$ cat src/common/clk_ctl_pkg.sv
`default_nettype none
package clk_ctl_pkg;

  // ************************************************************
  // Register map
  // ************************************************************
  // Clock select control register index
  localparam logic [1:0] CLK_SEL_OFS = 2'h0;
  // Status register index: live source and cycle phase
  localparam logic [1:0] CLK_STAT_OFS = 2'h1;
  // Field positions in the control register
  localparam int SEL_LO_POS = 0;
  localparam int SEL_HI_POS = 3;
  // Reset value: main input divided by four (bit 3 set)
  localparam logic [3:0] CLK_SEL_RST = 4'h8;

  // ************************************************************
  // Timing counts
  // ************************************************************
  // Prescale for the divided sources
  localparam logic [1:0] PRE_DIV_LAST = 2'h3;
  // Machine cycle is three source ticks
  localparam logic [1:0] CYC_DIV_LAST = 2'h2;

  // Source selection codes, {bit3, bit0}
  typedef enum logic [1:0] {
    SRC_MAIN = 2'h0,
    SRC_SUB = 2'h1,
    SRC_MAIN_DIV4 = 2'h2,
    SRC_SUB_DIV4 = 2'h3
  } src_sel_t;

  // Register bus request bundle
  typedef struct packed {
    logic [1:0] addr;
    logic [3:0] wdata;
    logic wr;
    logic rd;
  } reg_req_t;

endpackage
`default_nettype wire

$ cat src/rtl/system_clock_select_and_cycle_gen.sv
// The placing of the registers and the address-and-strobe port are this design's own decisions.
`timescale 1ns/1ps
`default_nettype none
// Core timing source select, machine cycle generator, reset pin driver.
module system_clock_select_and_cycle_gen (
  input wire logic core_clk,
  input wire logic rst_b,
  input wire logic main_osc_in,
  input wire logic sub_osc_in,
  input wire clk_ctl_pkg::reg_req_t reg_req,
  output logic [3:0] reg_rdata,
  input wire logic wdt_reset,
  input wire logic lvd_reset,
  input wire logic reset_pin_in,
  output logic reset_pin_out,
  output logic reset_pin_oe,
  output logic core_timing_source,
  output logic cpu_cycle_tick,
  output logic sys_reset_req
);

  // ************************************************************
  // Declarations
  // ************************************************************
  // Software copy of the select register
  logic [3:0] clock_select_control_r;
  // Selection actually in force
  clk_ctl_pkg::src_sel_t active_sel_r;
  // Prescalers for the divided sources
  logic [1:0] main_pre_r;
  logic [1:0] sub_pre_r;
  // Machine cycle phase counter
  logic [1:0] phase_r;
  // Registered outputs
  logic [3:0] rdata_r;
  logic src_tick_r;
  logic cyc_tick_r;
  logic pin_oe_r;
  logic rst_req_r;
  // Raw oscillator edges
  logic main_tick;
  logic sub_tick;
  // Combinational source tick
  logic src_tick;
  logic [1:0] sel_req;
  logic cyc_end;

  // Oscillator edge detectors
  osc_edge_det u_main_edge (
    .core_clk(core_clk),
    .rst_b(rst_b),
    .osc_in(main_osc_in),
    .tick(main_tick)
  );
  osc_edge_det u_sub_edge (
    .core_clk(core_clk),
    .rst_b(rst_b),
    .osc_in(sub_osc_in),
    .tick(sub_tick)
  );

  // ************************************************************
  // Register bus
  // ************************************************************
  // Control register write
  always_ff @(posedge core_clk or negedge rst_b)
  begin
    if (!rst_b)
    begin
      clock_select_control_r <= clk_ctl_pkg::CLK_SEL_RST;
    end
    else if (reg_req.wr && reg_req.addr == clk_ctl_pkg::CLK_SEL_OFS)
    begin
      clock_select_control_r <= reg_req.wdata;
    end
  end

  // Read data, one cycle after the strobe; zero otherwise
  always_ff @(posedge core_clk or negedge rst_b)
  begin
    if (!rst_b)
    begin
      rdata_r <= 4'h0;
    end
    else if (reg_req.rd)
    begin
      unique case (reg_req.addr)
        clk_ctl_pkg::CLK_SEL_OFS: rdata_r <= clock_select_control_r;
        // Live selection and cycle phase
        clk_ctl_pkg::CLK_STAT_OFS: rdata_r <= {active_sel_r, phase_r};
        // Unmapped reads as zero
        default: rdata_r <= 4'h0;
      endcase
    end
    else
    begin
      rdata_r <= 4'h0;
    end
  end

  // ************************************************************
  // Source selection
  // ************************************************************
  // Select bits decode
  assign sel_req = {clock_select_control_r[clk_ctl_pkg::SEL_HI_POS],
                    clock_select_control_r[clk_ctl_pkg::SEL_LO_POS]};

  // Prescalers count freely, whatever the selection, so a switch can meet a partial count
  always_ff @(posedge core_clk or negedge rst_b)
  begin
    if (!rst_b)
    begin
      main_pre_r <= 2'h0;
      sub_pre_r <= 2'h0;
    end
    else
    begin
      if (main_tick)
      begin
        main_pre_r <= main_pre_r + 2'h1;
      end
      if (sub_tick)
      begin
        sub_pre_r <= sub_pre_r + 2'h1;
      end
    end
  end

  always_comb
  begin
    unique case (active_sel_r)
      clk_ctl_pkg::SRC_MAIN: src_tick = main_tick;
      clk_ctl_pkg::SRC_SUB: src_tick = sub_tick;
      clk_ctl_pkg::SRC_MAIN_DIV4:
        src_tick = main_tick && main_pre_r == clk_ctl_pkg::PRE_DIV_LAST;
      clk_ctl_pkg::SRC_SUB_DIV4:
        src_tick = sub_tick && sub_pre_r == clk_ctl_pkg::PRE_DIV_LAST;
      default: src_tick = 1'b0;
    endcase
  end

  // ************************************************************
  // Machine cycle generation
  // ************************************************************
  // Last source tick of a machine cycle
  assign cyc_end = src_tick && phase_r == clk_ctl_pkg::CYC_DIV_LAST;

  always_ff @(posedge core_clk or negedge rst_b)
  begin
    if (!rst_b)
    begin
      phase_r <= 2'h0;
    end
    else if (cyc_end)
    begin
      phase_r <= 2'h0;
    end
    else if (src_tick)
    begin
      phase_r <= phase_r + 2'h1;
    end
  end

  // Switch at cycle boundary
  // Applying only at cycle end avoids a short machine cycle
  always_ff @(posedge core_clk or negedge rst_b)
  begin
    if (!rst_b)
    begin
      active_sel_r <= clk_ctl_pkg::SRC_MAIN_DIV4;
    end
    else if (cyc_end)
    begin
      active_sel_r <= clk_ctl_pkg::src_sel_t'(sel_req);
    end
  end

  always_ff @(posedge core_clk or negedge rst_b)
  begin
    if (!rst_b)
    begin
      src_tick_r <= 1'b0;
      cyc_tick_r <= 1'b0;
    end
    else
    begin
      src_tick_r <= src_tick;
      cyc_tick_r <= cyc_end;
    end
  end

  // ************************************************************
  // Reset pin
  // ************************************************************
  // Open-drain low drive
  // Pin input is also sampled so an external low resets the system
  always_ff @(posedge core_clk or negedge rst_b)
  begin
    if (!rst_b)
    begin
      pin_oe_r <= 1'b0;
      rst_req_r <= 1'b0;
    end
    else
    begin
      pin_oe_r <= wdt_reset | lvd_reset;
      rst_req_r <= wdt_reset | lvd_reset | ~reset_pin_in;
    end
  end

  assign reg_rdata = rdata_r;
  assign core_timing_source = src_tick_r;
  assign cpu_cycle_tick = cyc_tick_r;
  assign reset_pin_oe = pin_oe_r;
  assign reset_pin_out = 1'b0;
  assign sys_reset_req = rst_req_r;
endmodule
`default_nettype wire

$ cat src/rtl/osc_edge_det.sv
`timescale 1ns/1ps
`default_nettype none
// Converts one synchronous oscillator level into a rising-edge tick.
module osc_edge_det (
  input wire logic core_clk,
  input wire logic rst_b,
  input wire logic osc_in,
  output logic tick
);

  // Previous sample of the oscillator level
  logic prev_r;

  // ************************************************************
  // Edge detection
  // ************************************************************
  // Inputs are synchronous, so no synchroniser stage is needed
  always_ff @(posedge core_clk or negedge rst_b)
  begin
    if (!rst_b)
    begin
      prev_r <= 1'b0;
    end
    else
    begin
      prev_r <= osc_in;
    end
  end

  // One core_clk pulse per oscillator rising edge
  assign tick = osc_in & ~prev_r;

endmodule
`default_nettype wire

$ cat config.mk
export PLATFORM = sky130hd
export DESIGN_NAME = system_clock_select_and_cycle_gen
export DESIGN_NICKNAME = d
export VERILOG_FILES = /design/src/common/clk_ctl_pkg.sv /design/src/rtl/system_clock_select_and_cycle_gen.sv /design/src/rtl/osc_edge_det.sv
export SDC_FILE = /design/constraint.sdc
export NUM_CORES = 1
export LEC_CHECK = 0
export CAP_MARGIN = 20
export CORE_MARGIN = 4
export CORE_UTILIZATION = 58
export DETAILED_ROUTE_END_ITERATION = 12
export DONT_BUFFER_PORTS = 1
export PLACE_DENSITY = 0.84
export SYNTH_ARGS = -nofsm -noshare
export SYNTH_HDL_FRONTEND = slang
export SYNTH_SLANG_ARGS = --single-unit
$ cat constraint.sdc
create_clock -name core_clk -period 2.2 [get_ports core_clk]
set_clock_uncertainty 0.2 [all_clocks]
set_input_delay 0.11 -clock core_clk [delete_from_list [all_inputs] [get_ports core_clk]]
set_output_delay 0.11 -clock core_clk [all_outputs]
set_load 0.01 [all_outputs]
==> metrics.md <==
| Metric | Value |
|---|---|
| RSZ-0062 raised after global routing | no |
| Int Pwr | between 0.8 and 0.9 mW |
| Worst r2r src | main_pre_r[0]$_DFFE_PN0P_ |
| Worst Path Required | roughly 2.2 ns |
| Peak Freq | around 600 MHz |
| CTS buffer count | 3 |
| Setup TNS Final | 0 ns |
| Cell count after synthesis | 68 |
| Cell Area, Synth | around 900 um^2 |
| CTS Buffer Depth | 2 |
| Worst setup SP type | flip-flop |
| Worst slew pin tran | ~0.93 ns |
| Max VDD drop | a little under 0.9 mV |
| Final hold violation count | 0 |
| Worst-path clk slew | 0.13 ns |
| Sequential-to-total area share from yosys stat | roughly 61% |
| WL/cell | about 16 um |
| Die H | approximately 47 um |
| Diodes inserted | 0 |
| First-pass GRT wire length | around 2.8 mm |
| Syn Nets | 86 |
| Die width | between 40 and 50 um |
| Final setup viols | 0 |
| Number of I/O pins | 24 |
| Final Cycle Share | between 70 and 80% |
| GRT Residual Overflow | 0 |
| Critical Path Start | main_pre_r[0]$_DFFE_PN0P_ |
| MaxCap Viol Count | 0 |
| GRT met1 Usage | between 20% and 30% |
| Critical path fanouts, max | 3 |
| Period minus WS final | between 1.5 and 2 ns |
| Grt met3 use | under 10% |
| Seq pwr share | between 50% and 60% |
| Largest net degree at the start of global routing | 23 |
| Clock network power share | between 20 and 30% |
| TritonCTS Sinks | 22 |
| Final Wtd Congestion | between 0.6 and 0.7 |
| CTS tree | yes |
| Antenna violations before repair | 0 |
| Port bufs | 0 |
| Sw Ratio | 27.2% |
| GRT Total Usage | a little under a fifth |
| CP arrival | 1.70 ns |
| Post-Syn Area per Cell | between 10 and 15 um^2 |
| Post-cts resize count | 0 |
| Core Util, Final | ~83% |
| Drt total wl | around 1.6 mm |
| Synth Warn # | 0 |
| Final-layout fill cell count | 71 |
| H-tree depth | 1 |
| Worst-Skew Late Latency | roughly 0.31 ns |
| Outcome | complete, no violations |
| Synth cell types | 22 |
| Yosys reg bits | 22 |
| Met2 Usage GRT | 32.1% |
| Leading cell type in the layout, fill and taps excluded | dfrtp_1 |
| Final net count | roughly 110 |
| Most frequent cells in the layout | 20 x dfrtp_1, 19 x dlygate4sd3_1, 8 x nor2_1, 8 x mux2_2, 4 x mux2i_1 |
| CP Class | flip-flop to flip-flop |
| P&R area growth vs syn | 27.7% |
| Post-route ant nets | 0 |
| PwrDens | 1030 nW/um^2 |
| Full die area | 2250 um^2 |
| Core area | 1380 um^2 |
| Number of global-route vias before repair | 604 |
| Initial DRT Pass Iterations | 5 |
| Gate power share | about a quarter |
| Site Rows | 13 |
| Leak | around 0.53 nW |
| Final Max Tran Viols | 0 |
| Max-slew headroom | about two fifths |
| Initial drt markers | 13 |
| Vias | 570 |
| Root Driver | clkbuf_4 |
| Initial Util | roughly 65% |
| Sw power | 0.322 mW |
| Hold/Removal Path Class | primary input to async pin |
| DR vias/cell | 5.48 |
| Global route hottest layer | met2 |
| DRC viols | 0 |
| Worst setup EP type | flip-flop |
| Share of layout cells above drive strength 1 | approximately a fifth |
## area by class of cell
class	count	area, um^2	area share [%]
multi-input cells	41	328	28.4
repair buffers	19	190	16.5
clock inverters	1	30.0	2.60
clock buffers	3	22.5	1.95
well taps	15	18.8	1.63
inverters	3	11.3	0.976
flip-flops and latches	22	553	47.9
## flip-flops by register name (all words and copies together), names as in the netlist
| signal | cells |
|---|---|
| main_pre_r | 2 |
| phase_r | 2 |
| u_sub_edge.prev_r | 1 |
| reg_rdata | 4 |
| reset_pin_oe | 1 |
| clock_select_control_r | 4 |
| core_timing_source | 1 |
| cpu_cycle_tick | 1 |
| u_main_edge.prev_r | 1 |
| sys_reset_req | 1 |
| sub_pre_r | 2 |
| active_sel_r | 2 |
## per-layer routing
layer / wire length (um) / vias to the layer above / share of wire (%)
met2: 858 / 17 / 53
met5: 0 / - / 0
met3: 97 / 2 / 5.9
li1: - / 266 / -
met1: 665 / 285 / 41
met4: 11 / 0 / 0.67
## Yosys cell counts, drive strengths merged
cell / count / area share, %
nand2b: 3 / 2.9
buf: 1 / 0.83
dfrtp: 20 / 55
nor2: 8 / 3.3
a211o: 1 / 0.97
conb: 1 / 0.42
ha: 3 / 4.2
mux2: 9 / 11
nand2: 2 / 0.83
a21oi: 3 / 1.7
inv: 3 / 1.2
nor2b: 1 / 0.69
clkbuf: 1 / 0.42
xor2: 1 / 0.97
nand3: 2 / 1.1
mux2i: 4 / 4.4
a21boi: 1 / 1.2
xnor2: 1 / 0.97
nor3b: 1 / 1.4
dfstp: 2 / 5.8
## worst max-delay path: stages, from the launching register on
cell	delay [ns]
dfrtp_1	0.39
ha_1	0.15
inv_1	0.05
a211o_1	0.31
nand2_1	0.15
mux2_2	0.36
## final timing paths
kind / cells after the start / slack [ns] / to
worst min register to register: 1 / 0.28 / sub_pre_r[0]$_DFFE_PN0P_
worst max register to register: 5 / 0.50 / phase_r[0]$_DFFE_PN0P_
worst min-delay path: 1 / 0.17 / reg_rdata[1]$_DFF_PN0_
max in group asynchronous: 1 / 1.06 / reg_rdata[0]$_DFF_PN0_
min in group core_clk: 1 / 0.17 / u_sub_edge.prev_r$_DFF_PN0_
worst max-delay path: 5 / 0.50 / phase_r[0]$_DFFE_PN0P_
## kinds of logic (layout without fill, tap and decap cells)
| kind of cell | Yosys count | in the layout | share of synthesized area (%) |
|---|---|---|---|
| AO/OA/AOI/OAI | 5 | 5 | 3.88 |
| XOR/XNOR | 2 | 2 | 1.94 |
| adder cells (fa/ha/maj) | 3 | 3 | 4.16 |
| buffers and inverters | 5 | 26 | 2.49 |
| flip-flops | 22 | 22 | 61.2 |
| multiplexers | 13 | 13 | 15.7 |
| other | 1 | 1 | 0.415 |
| AND/OR/NAND/NOR | 17 | 17 | 10.2 |
## stage by stage
stage | total power [mW] | cell area, um^2 | hold WS, ns | setup WS, ns | std cells
after floorplan | 0.776 | 903 | -0.386 | 0.619 | 68
after global placement | 0.809 | 911 | -0.385 | 0.558 | 81
after detailed placement | 0.826 | 911 | -0.385 | 0.522 | 81
after CTS | 1.18 | 1150 | 0.168 | 0.520 | 104
after global routing | 1.26 | 1150 | 0.166 | 0.458 | 104
final | 1.18 | 1150 | 0.170 | 0.505 | 104
## power groups by stage
| stage | Clock, mW | Sequential, mW | Combinational (mW) |
|---|---|---|---|
| finish | 0.304 | 0.594 | 0.286 |
| global route | 0.324 | 0.610 | 0.329 |
| CTS | 0.306 | 0.592 | 0.279 |
| detailed placement | 0 | 0.601 | 0.225 |
| global placement | 0 | 0.597 | 0.211 |
| floorplan | 0 | 0.580 | 0.196 |
## what timing repair did
action / CTS / global route
setup buffers: 0 / 0
hold buffers: 19 / 0
endpoints found under the setup margin: 0 / 0
endpoints found under the hold margin: 41 / 0
No activity file was read; power rests on OpenSTA's default activity.
